## config.mk

```make
export PLATFORM = sky130hd
export DESIGN_NAME = acr_serial_readout
export DESIGN_NICKNAME = d
export VERILOG_FILES = /design/src/core/acr_fifo.v /design/src/core/acr_serial_readout.v
export VERILOG_INCLUDE_DIRS = /design/src /design/src/core
export SDC_FILE = /design/constraint.sdc
export NUM_CORES = 1
export LEC_CHECK = 0
export BUFFER_PORTS_ARGS = -buffer_cell sky130_fd_sc_hd__buf_2
export CAP_MARGIN = 20
export CORE_MARGIN = 2
export CORE_UTILIZATION = 35
export CTS_CLUSTER_DIAMETER = 50
export DETAILED_ROUTE_END_ITERATION = 12
export MAX_ROUTING_LAYER = met4
export SLEW_MARGIN = 40
export SYNTH_ARGS = -nofsm -noshare
export SYNTH_HDL_FRONTEND = slang
export SYNTH_SLANG_ARGS = --single-unit
export TNS_END_PERCENT = 30
```

## constraint.sdc

```tcl
create_clock -name clk -period 2.5 [get_ports clk]
set_clock_uncertainty 0.05 [all_clocks]
set_input_delay 0.125 -clock clk [delete_from_list [all_inputs] [get_ports clk]]
set_output_delay 0.125 -clock clk [all_outputs]
set_load 0.01 [all_outputs]
```

## src/core/acr_map.vh

```
`ifndef ACR_MAP_VH
`define ACR_MAP_VH
// ==========================================================
// result width and result fifo depth
`define ACR_RES_W 10
`define ACR_FIFO_DEPTH 4
// hold time of the sample charge, in microseconds, at low and high supply
`define ACR_HOLD_LOW_US 700
`define ACR_HOLD_HIGH_US 1500
// serial link states
`define ACR_ST_IDLE 3'h0
`define ACR_ST_CFG0 3'h1
`define ACR_ST_CFG1 3'h2
`define ACR_ST_FMT 3'h3
`define ACR_ST_MSB 3'h4
`define ACR_ST_LSB 3'h5
`define ACR_ST_ZERO 3'h6
`endif

```

## src/core/acr_fifo.v

```verilog
`timescale 1ns/10ps
// ==========================================================
// small flop fifo, valid/ready on both sides
module acr_fifo #(
    parameter WIDTH = 10,
    parameter DEPTH = 4,
    parameter AW = 2
) (
    // clock and reset
    input wire clk,
    input wire rst_b,
    // fill side
    input wire inValid,
    output wire inReady,
    input wire [WIDTH-1:0] inData,
    // drain side
    output wire outValid,
    input wire outReady,
    output wire [WIDTH-1:0] outData
);
    reg [WIDTH-1:0] mem [0:DEPTH-1];
    reg [AW-1:0] wrPtr;
    reg [AW-1:0] rdPtr;
    reg [AW:0] count;
    wire doWrite = inValid && inReady;
    wire doRead = outValid && outReady;

    assign inReady = (count != DEPTH[AW:0]);
    assign outValid = (count != {(AW+1){1'b0}});
    assign outData = mem[rdPtr];

    // storage, no reset needed on the data
    always @(posedge clk) begin
        if (doWrite) begin
            mem[wrPtr] <= inData;
        end
    end

    // pointers and fill level
    always @(posedge clk or negedge rst_b) begin
        if (!rst_b) begin
            wrPtr <= {AW{1'b0}};
            rdPtr <= {AW{1'b0}};
            count <= {(AW+1){1'b0}};
        end else begin
            if (doWrite) begin
                wrPtr <= wrPtr + 1'b1;
            end
            if (doRead) begin
                rdPtr <= rdPtr + 1'b1;
            end
            if (doWrite && !doRead) begin
                count <= count + 1'b1;
            end else if (doRead && !doWrite) begin
                count <= count - 1'b1;
            end
        end
    end
endmodule // acr_fifo

```

## src/core/acr_serial_readout.v

```verilog
`timescale 1ns/10ps
`include "acr_map.vh"
// ==========================================================
// serial command and result readout of a two channel converter
module acr_serial_readout (
    // clock and reset
    input wire clk,
    input wire rst_b,
    // serial link pins, sampled into clk
    input wire sclk,
    input wire chipSel_b,
    input wire cmdIn,
    output reg dataOut,
    output reg dataOutEn_b,
    // conversion results from the analog core
    input wire [`ACR_RES_W-1:0] convData,
    input wire convValid,
    output reg convReady,
    // command seen by the analog core
    output reg sampleHold,
    output reg inputModeSelect,
    output reg channelSelect,
    output reg msbOnlyFormatSelect,
    output reg busy
);
    // ==========================================================
    // pin synchronisers
    reg [1:0] sclkSync;
    reg [1:0] csSync;
    reg [1:0] cmdSync;
    reg sclkLast;
    always @(posedge clk or negedge rst_b) begin
        if (!rst_b) begin
            sclkSync <= 2'h0;
            csSync <= 2'h3;
            cmdSync <= 2'h0;
            sclkLast <= 1'b0;
        end else begin
            sclkSync <= {sclkSync[0], sclk};
            csSync <= {csSync[0], chipSel_b};
            cmdSync <= {cmdSync[0], cmdIn};
            sclkLast <= sclkSync[1];
        end
    end
    wire sclkS = sclkSync[1];
    wire csS = csSync[1];
    wire cmdS = cmdSync[1];
    // edges only count while selected; the idle level (mode 0,0 or 1,1) is irrelevant
    wire riseEdge = !csS && sclkS && !sclkLast;
    wire fallEdge = !csS && !sclkS && sclkLast;

    // ==========================================================
    // result buffer between the analog core and the shifter
    wire fifoValid;
    wire [`ACR_RES_W-1:0] fifoData;
    reg fifoPop;
    reg [2:0] level;
    wire pushNow = convValid && convReady;
    wire [2:0] next_level = level + {2'h0, pushNow} - {2'h0, fifoPop};

    // registered ready from a shadow fill level, so the port comes from a flop
    always @(posedge clk or negedge rst_b) begin
        if (!rst_b) begin
            level <= 3'h0;
            convReady <= 1'b1;
        end else begin
            level <= next_level;
            convReady <= (next_level != 3'h4); // full at four words
        end
    end

    acr_fifo #(
        .WIDTH(`ACR_RES_W),
        .DEPTH(`ACR_FIFO_DEPTH),
        .AW(2)
    ) uFifo (
        .clk(clk),
        .rst_b(rst_b),
        .inValid(pushNow),
        .inReady(),
        .inData(convData),
        .outValid(fifoValid),
        .outReady(fifoPop),
        .outData(fifoData)
    );

    // ==========================================================
    // link state machine
    reg [2:0] state;
    reg [3:0] bitCnt;
    reg [`ACR_RES_W-1:0] result;
    reg armed; // set on the first clock after reset, as the cs synchroniser resets to deselected
    reg waitFirstFall; // fmt rise seen, null bit goes out on next fall
    always @(posedge clk or negedge rst_b) begin
        if (!rst_b) begin
            state <= `ACR_ST_IDLE;
            bitCnt <= 4'h0;
            result <= {`ACR_RES_W{1'b0}};
            armed <= 1'b0;
            waitFirstFall <= 1'b0;
            dataOut <= 1'b0;
            dataOutEn_b <= 1'b1;
            sampleHold <= 1'b0;
            inputModeSelect <= 1'b0;
            channelSelect <= 1'b0;
            msbOnlyFormatSelect <= 1'b0;
            busy <= 1'b0;
            fifoPop <= 1'b0;
        end else begin
            fifoPop <= 1'b0;
            if (csS) begin
                // deselect abandons the frame and floats the output; mode, channel and format outputs keep their values
                armed <= 1'b1;
                state <= `ACR_ST_IDLE;
                dataOutEn_b <= 1'b1;
                sampleHold <= 1'b0;
                busy <= 1'b0;
                waitFirstFall <= 1'b0;
            end else if (armed) begin
                case (state)
                    `ACR_ST_IDLE: begin
                        // zeros before the start bit are simply skipped
                        if (riseEdge && cmdS) begin
                            state <= `ACR_ST_CFG0;
                            busy <= 1'b1;
                        end
                    end
                    `ACR_ST_CFG0: begin
                        if (riseEdge) begin
                            inputModeSelect <= cmdS;
                            sampleHold <= 1'b1; // sampling opens on this rise
                            state <= `ACR_ST_CFG1;
                        end
                    end
                    `ACR_ST_CFG1: begin
                        if (riseEdge) begin
                            channelSelect <= cmdS;
                            state <= `ACR_ST_FMT;
                        end
                    end
                    `ACR_ST_FMT: begin
                        if (riseEdge) begin
                            msbOnlyFormatSelect <= cmdS;
                            waitFirstFall <= 1'b1;
                        end else if (fallEdge && waitFirstFall) begin
                            // sampling ends here; null bit driven low
                            waitFirstFall <= 1'b0;
                            sampleHold <= 1'b0;
                            dataOutEn_b <= 1'b0;
                            dataOut <= 1'b0;
                            result <= fifoValid ? fifoData : {`ACR_RES_W{1'b0}};
                            fifoPop <= fifoValid;
                            bitCnt <= 4'h0;
                            state <= `ACR_ST_MSB;
                        end
                    end
                    `ACR_ST_MSB: begin
                        // one result bit per falling edge, msb first
                        if (fallEdge) begin
                            dataOut <= result[4'h9 - bitCnt];
                            if (bitCnt == 4'h9) begin
                                bitCnt <= 4'h1;
                                state <= msbOnlyFormatSelect ? `ACR_ST_ZERO : `ACR_ST_LSB;
                            end else begin
                                bitCnt <= bitCnt + 4'h1;
                            end
                        end
                    end
                    `ACR_ST_LSB: begin
                        // lsb was the last bit sent, lsb-first word resumes at bit 1
                        if (fallEdge) begin
                            dataOut <= result[bitCnt];
                            if (bitCnt == 4'h9) begin
                                state <= `ACR_ST_ZERO;
                            end else begin
                                bitCnt <= bitCnt + 4'h1;
                            end
                        end
                    end
                    `ACR_ST_ZERO: begin
                        if (fallEdge) begin
                            dataOut <= 1'b0;
                            busy <= 1'b0;
                        end
                    end
                    default: begin
                        state <= `ACR_ST_IDLE;
                    end
                endcase
            end
        end
    end
endmodule // acr_serial_readout

```

==> reports/results.ini, run 1 <==
[status]
status = complete, no violations

[cells_and_area]
drive_gt1_share_pct = 22.8
fin_nets = 339
antenna_cells = 0
synthToLayoutAreaGrowth_pct = 17.3
nFillCells = 956

[global_routing]
grt_pass1_vias = 2298
grt_first_pass_wirelength_um = 11200
antenna_found_initial = 0
grt_max_degree = 46
track_usage_pct = 13.1
gr-total-overflow = 0

[logic_synthesis]
synth-seq-cells = 85
synth.net_count = 294
synth_xor_area_share_pct = 2.10
mappedNetlistArea_sq_mm = 0.00375
synth_largest_area_cell = edfxtp_1
synth_cell_type_count = 48
synth-compound-area-share_pct = 8.77
avgSynthCellArea_sq_um = 14.1
muxShareOfSynthArea_pct = 10.1
synth_edf_count = 40
yosys_warnings = 0
synthArstFlopShare_pct = 52.9
netlist.area_leader.share_pct = 32.0
yosysSeqAreaShare_pct = 62.2
ys_top_cells_by_area = edfxtp_1, dfrtp_1, mux4_2
synth_top_family_by_area = multiplexers
synthFlopType = dfrtp_1
synth_cells = 266
synth_fa_ha_area_share_pct = 4.40
yosys.area_share.simple_pct = 10.0

[power]
ir_worst_vdd_mv = 0.400
leakagePower_nw = 1.71
pwr_density_cell_mw_per_mm2 = 842

[drt]
viasPerCell = 4.99
ant_nets = 0
num_vias = 2254
wire_per_inst_um = 14.8
drt_first_pass_iters = 4
drcViolationCount = 0
first_iter_violations = 80
routed_wl_um = 6690

[critical_path]
rr_endpoint = dataOut$_DFFE_PN0P_
critPathRequiredTime_ns = 2.70
rr_startpoint = bitCnt[1]$_DFFE_PN0P_
crit_fanout = 8
critPathLaunch = bitCnt[1]$_DFFE_PN0P_
path_class = flip-flop to flip-flop
critPathLaunchType = flip-flop
cp.arrival_ns = 2.38
r2r_cells = 6
ff2ff_setup_slack_ns = 0.32
endpoint = dataOut$_DFFE_PN0P_
endpoint_kind = flip-flop

[floorplanning]
io_pins = 24
coreArea_sq_mm = 0.0104
die_width_um = 108
dieArea_sq_mm = 0.0116
floorplan.rows = 37
die_h_um = 108
start_util_pct = 36.2

[clock_tree]
clock_latency_ns = 0.36
cts_setup_buffers = 0
cts_sinks = 85
root_buffer = clkbuf_8
numCtsBuffers = 9
clk_pin_slew_ns = 0.10
cts_tree = done
clock_path_buffers = 2
cts_max_level = 3
cts_resized = 0

[sta]
min_period_ns = 2.18
setup_viol = 0
slew_headroom_pct = 60.6
period_share_pct = 87.0
fmax_mhz = 460
setup_ws_ns = 0.324
worstMarginPinSlew_ns = 0.591
hold_viol_final = 0
tns_ns = 0
rsz0062_at_grt = no
hold-worst-slack_ns = 0.277
drv_slew = 0

[run]
drv_cap = 0

[placement]
dp_hpwl_um = 4470
port_buffers = 23
pre_cts_ws_ns = 0.362
gp_congestion = 0.793

[hold_path]
hp-class = primary input to flip-flop

## cell usage after synthesis (2+ instances only)
cell type	n
xor2_1	4
edfxtp_1	40
mux2_2	5
and2_1	5
nand4b_1	3
nor2_1	15
fa_1	2
a22o_1	10
a21oi_1	7
nand3b_1	2
nand2b_1	7
o31ai_1	3
nand2_1	18
nand4_1	2
buf_2	3
nor3_1	5
o21ai_0	11
clkbuf_1	7
o2bb2ai_1	2
dfrtp_1	41
xnor2_1	5
ha_1	10
mux4_1	2
mux4_2	12
nand3_1	9
inv_1	11
dfstp_2	4
## placed cells by master, fill, tap and decap left out, types with 2 or more instances in the layout
cell	count
a21oi_1	7
a22o_1	10
and2_1	5
buf_2	23
buf_4	9
clkbuf_8	9
clkinv_4	2
dfrtp_1	41
dfstp_2	4
dlygate4sd3_1	14
edfxtp_1	40
fa_1	2
ha_1	10
inv_1	11
inv_8	3
mux2_2	5
mux4_1	2
mux4_2	12
nand2_1	18
nand2b_1	7
nand3_1	9
nand3b_1	2
nand4_1	2
nand4b_1	3
nor2_1	15
nor3_1	5
o21ai_0	11
o2bb2ai_1	2
o31ai_1	3
xnor2_1	5
xor2_1	4
## final cells by class
cell class                 count  area, sq um  area share, %
tap                          136          170           3.87
clock inverter                 7         76.3           1.73
timing repair buffer          46          323           7.33
inverter                      11         41.3          0.938
clock buffer                   9          124           2.81
sequential                    85         2330           53.0
multi-input combinational    158         1340           30.3
## how the worst min path moves through the flow
stage / from / to / slack, ns / depth (start not counted)
finish: convValid / uFifo.wrPtr[0]$_DFFE_PN0P_ / 0.28 / 5
global route: convValid / uFifo.wrPtr[0]$_DFFE_PN0P_ / 0.28 / 5
CTS: convValid / uFifo.wrPtr[0]$_DFFE_PN0P_ / 0.26 / 5
detailed placement: chipSel_b / csSync[0]$_DFF_PN1_ / 0.18 / 1
global placement: cmdIn / cmdSync[0]$_DFF_PN0_ / 0.18 / 1
floorplan: rst_b / armed$_DFFE_PN0P_ / -0.22 / 0
## routing by layer
metal  part of all wire (%)  routed length (um)  global-route usage (%)  vias up
met5                      0                   0                       -        -
met4                    1.3                  84                    4.40        0
met3                    2.9                 195                    3.09        9
met2                     48                3220                    20.8       40
met1                     48                3190                    16.6     1115
li1                       -                   -                       -     1090
## sequential cells by signal, summed over array words and instances, names as in the netlist, 2 cells and up
name         count
sclkSync         2
uFifo.rdPtr      2
level            3
bitCnt           4
result          10
csSync           2
cmdSync          2
uFifo.wrPtr      2
state            3
uFifo.mem       40
uFifo.count      3
## metrics by stage
| stage | cells | area [sq um] | utilization, % | total power [mW] |
|---|---|---|---|---|
| final | 452 | 4400 | 42.4 | 3.71 |
| after global routing | 452 | 4400 | 42.4 | 3.94 |
| after detailed placement | 422 | 4050 | 39.1 | 2.76 |
| after CTS | 452 | 4390 | 42.4 | 3.76 |
| after global placement | 422 | 4050 | 39.1 | 2.71 |
| after floorplan | 266 | 3750 | - | 2.47 |
## report_power, final
group          total (mW)  switching [mW]  internal, mW
clock               0.970           0.573         0.397
combinational       0.825           0.457         0.368
sequential           1.91           0.163          1.75
## repair_timing
item,4_1_cts,5_1_grt
setup endpoints to repair,0,0
hold buffers,14,0
endpoints found under the hold margin,84,0
## kinds of logic after synthesis
| logic type | count (synthesis) |
|---|---|
| adders and majority gates | 12 |
| buffers and inverters | 23 |
| and+or+nand+nor | 72 |
| xor gates and xnor gates | 9 |
| DFF | 85 |
| muxes | 19 |
| AOI/OAI and AO/OA | 46 |
## critical path, cell delays in order, from the launching register on
cell,delay (ns)
dfrtp_1,0.49
inv_1,0.11
ha_1,0.38
mux4_2,0.52
nand2_1,0.08
a2111oi_0,0.09
o32a_1,0.34
Note: power is estimated with default switching activity, not from simulation.
==> run 2: changes to the inputs <==
--- a/config.mk
+++ b/config.mk
@@ -8,11 +8,12 @@
 export LEC_CHECK = 0
 export BUFFER_PORTS_ARGS = -buffer_cell sky130_fd_sc_hd__buf_2
 export CAP_MARGIN = 20
-export CORE_MARGIN = 2
-export CORE_UTILIZATION = 35
+export CORE_MARGIN = 3
+export CORE_UTILIZATION = 60
 export CTS_CLUSTER_DIAMETER = 50
 export DETAILED_ROUTE_END_ITERATION = 12
 export MAX_ROUTING_LAYER = met4
+export PLACE_DENSITY = 0.79
 export SLEW_MARGIN = 40
 export SYNTH_ARGS = -nofsm -noshare
 export SYNTH_HDL_FRONTEND = slang
==> run 2 against run 1 <==
  * Routed wire length shrank 2.1%
  * Power shrank 0.63%
  * Core utilization grew 29 points
  * Sequential share of layout area grew 1.2 points
  * Combinational power shrank 3.0%
  * Via count shrank 0.18%
  * Largest power group unchanged
  * Cell area shrank 2.2%
  * Critical path type unchanged
  * Clock power shrank 2%
==> reports/results.ini, run 2 (synthesis gave the netlist of run 1 again) <==
[power]
pwr_density_cell_mw_per_mm2 = 856
ir_worst_vdd_mv = 0.641
leakagePower_nw = 1.70

[sta]
rsz0062_at_grt = no
hold_viol_final = 0
min_period_ns = 2.15
worstMarginPinSlew_ns = 0.671
setup_ws_ns = 0.353
setup_viol = 0
period_share_pct = 85.9
slew_headroom_pct = 54.6
drv_slew = 0
tns_ns = 0
fmax_mhz = 466

[cells_and_area]
nFillCells = 393
drive_gt1_share_pct = 22.0
synthToLayoutAreaGrowth_pct = 14.7
top_register = uFifo.mem
reg_top3 = uFifo.mem x40, result x10, bitCnt x4
antenna_cells = 0
fin_nets = 337
largest_reg_flops = 40
layout_commonest_cell = dfrtp_1
final_cell_mix = dfrtp_1, edfxtp_1, buf_2
multi_input_area_sq_mm = 0.00133
seqCellArea_sq_mm = 0.00233

[critical_path]
critPathRequiredTime_ns = 2.70
crit_chain = inv_1 -> ha_1 -> mux4_2 -> nand2_1 -> a2111oi_0 -> o32a_1
path_class = flip-flop to flip-flop
cpMaxStageDelayCell = mux4_2
endpoint_kind = flip-flop
slowest_delay_ns = 0.51
cp.arrival_ns = 2.35
crit_fanout = 8
critPathLaunchType = flip-flop

[global_routing]
grt_first_pass_wirelength_um = 11300
grt_max_degree = 46
antenna_found_initial = 0
track_usage_pct = 21.2
gr-total-overflow = 0
grt_pass1_vias = 2310

[floorplanning]
dieArea_sq_mm = 0.00724
io_pins = 24
die_width_um = 85.1
start_util_pct = 62.6
floorplan.rows = 28
die_h_um = 85.1
coreArea_sq_mm = 0.00599

[run]
drv_cap = 0

[placement]
port_buffers = 23
dp_hpwl_um = 4330
pre_cts_ws_ns = 0.351
gp_congestion = 0.844

[clock_tree]
clk_pin_slew_ns = 0.10
numCtsBuffers = 9
cts_max_level = 3
clock_latency_ns = 0.35
cts_setup_buffers = 0
clock_path_buffers = 2
cts_sinks = 85
cts_tree = done
root_buffer = clkbuf_8

[drt]
routed_wl_um = 6550
viasPerCell = 5.78
ant_nets = 0
drcViolationCount = 0
first_iter_violations = 175
wire_per_inst_um = 16.8
drt_first_pass_iters = 4
num_vias = 2250

[status]
status = complete, no violations

[hold_path]
hp-class = primary input to asynchronous set/reset pin

## run 2: power by group
part           internal (mW)  leakage [nW]  switching, mW
clock                  0.396         0.101          0.558
sequential              1.75         0.939          0.182
combinational          0.359         0.660          0.442
total                   2.50          1.70           1.18
## run 2: area by class of cell
type | instances | area share, %
flip-flops and latches | 85 | 54.2
clock buffers | 9 | 2.88
repair buffers | 44 | 7.21
clock inverters | 7 | 1.72
well taps | 75 | 2.18
multi-input cells | 158 | 30.9
inverters | 11 | 0.960
## run 2: routing by layer
| metal | part of all wire (%) | track usage, % | vias up | wire length (um) |
|---|---|---|---|---|
| li1 | - | - | 1079 | - |
| met1 | 45 | 27.5 | 1111 | 2940 |
| met2 | 51 | 32.9 | 49 | 3310 |
| met3 | 3.3 | 5.15 | 11 | 216 |
| met4 | 1.3 | 7.91 | 0 | 85 |
| met5 | 0 | - | - | 0 |
## run 2: worst max-delay path: cells and delay by family (launching register included)
kind,cells,cell delay [ns]
multiplexers,1,0.51
buffers and inverters,1,0.11
AND/OR/NAND/NOR,1,0.07
adder cells (fa/ha/maj),1,0.37
AO/OA/AOI/OAI,2,0.43
flip-flops,1,0.50
## run 2: final timing paths
path / to / depth (start not counted) / slack (ns) / start
worst max-delay path: dataOut$_DFFE_PN0P_ / 6 / 0.35 / bitCnt[1]$_DFFE_PN0P_
worst min-delay path: state[1]$_DFFE_PN0P_ / 2 / 0.24 / rst_b
worst max register to register: dataOut$_DFFE_PN0P_ / 6 / 0.35 / bitCnt[1]$_DFFE_PN0P_
worst min register to register: cmdSync[1]$_DFF_PN0_ / 0 / 0.31 / cmdSync[0]$_DFF_PN0_
max in group asynchronous: convReady$_DFF_PN1_ / 2 / 1.78 / rst_b
min in group clk: uFifo.wrPtr[0]$_DFFE_PN0P_ / 5 / 0.28 / convValid
## run 2: timing repair
action                                  in CTS  in global routing
endpoints found under the setup margin       0                  0
endpoints found under the hold margin       84                  0
resized for setup                            0                  0
hold buffers                                14                  0
## run 2: per-stage QoR
step	util (%)	hold WS (ns)	std cells	total power, mW	area [sq um]
final	71.8	0.242	389	3.68	4300
after global routing	71.8	0.270	389	3.91	4300
after CTS	71.8	0.252	389	3.72	4300
after detailed placement	66.2	0.101	359	2.74	3970
after global placement	66.1	0.182	359	2.68	3960
after floorplan	-	-0.221	266	2.47	3750
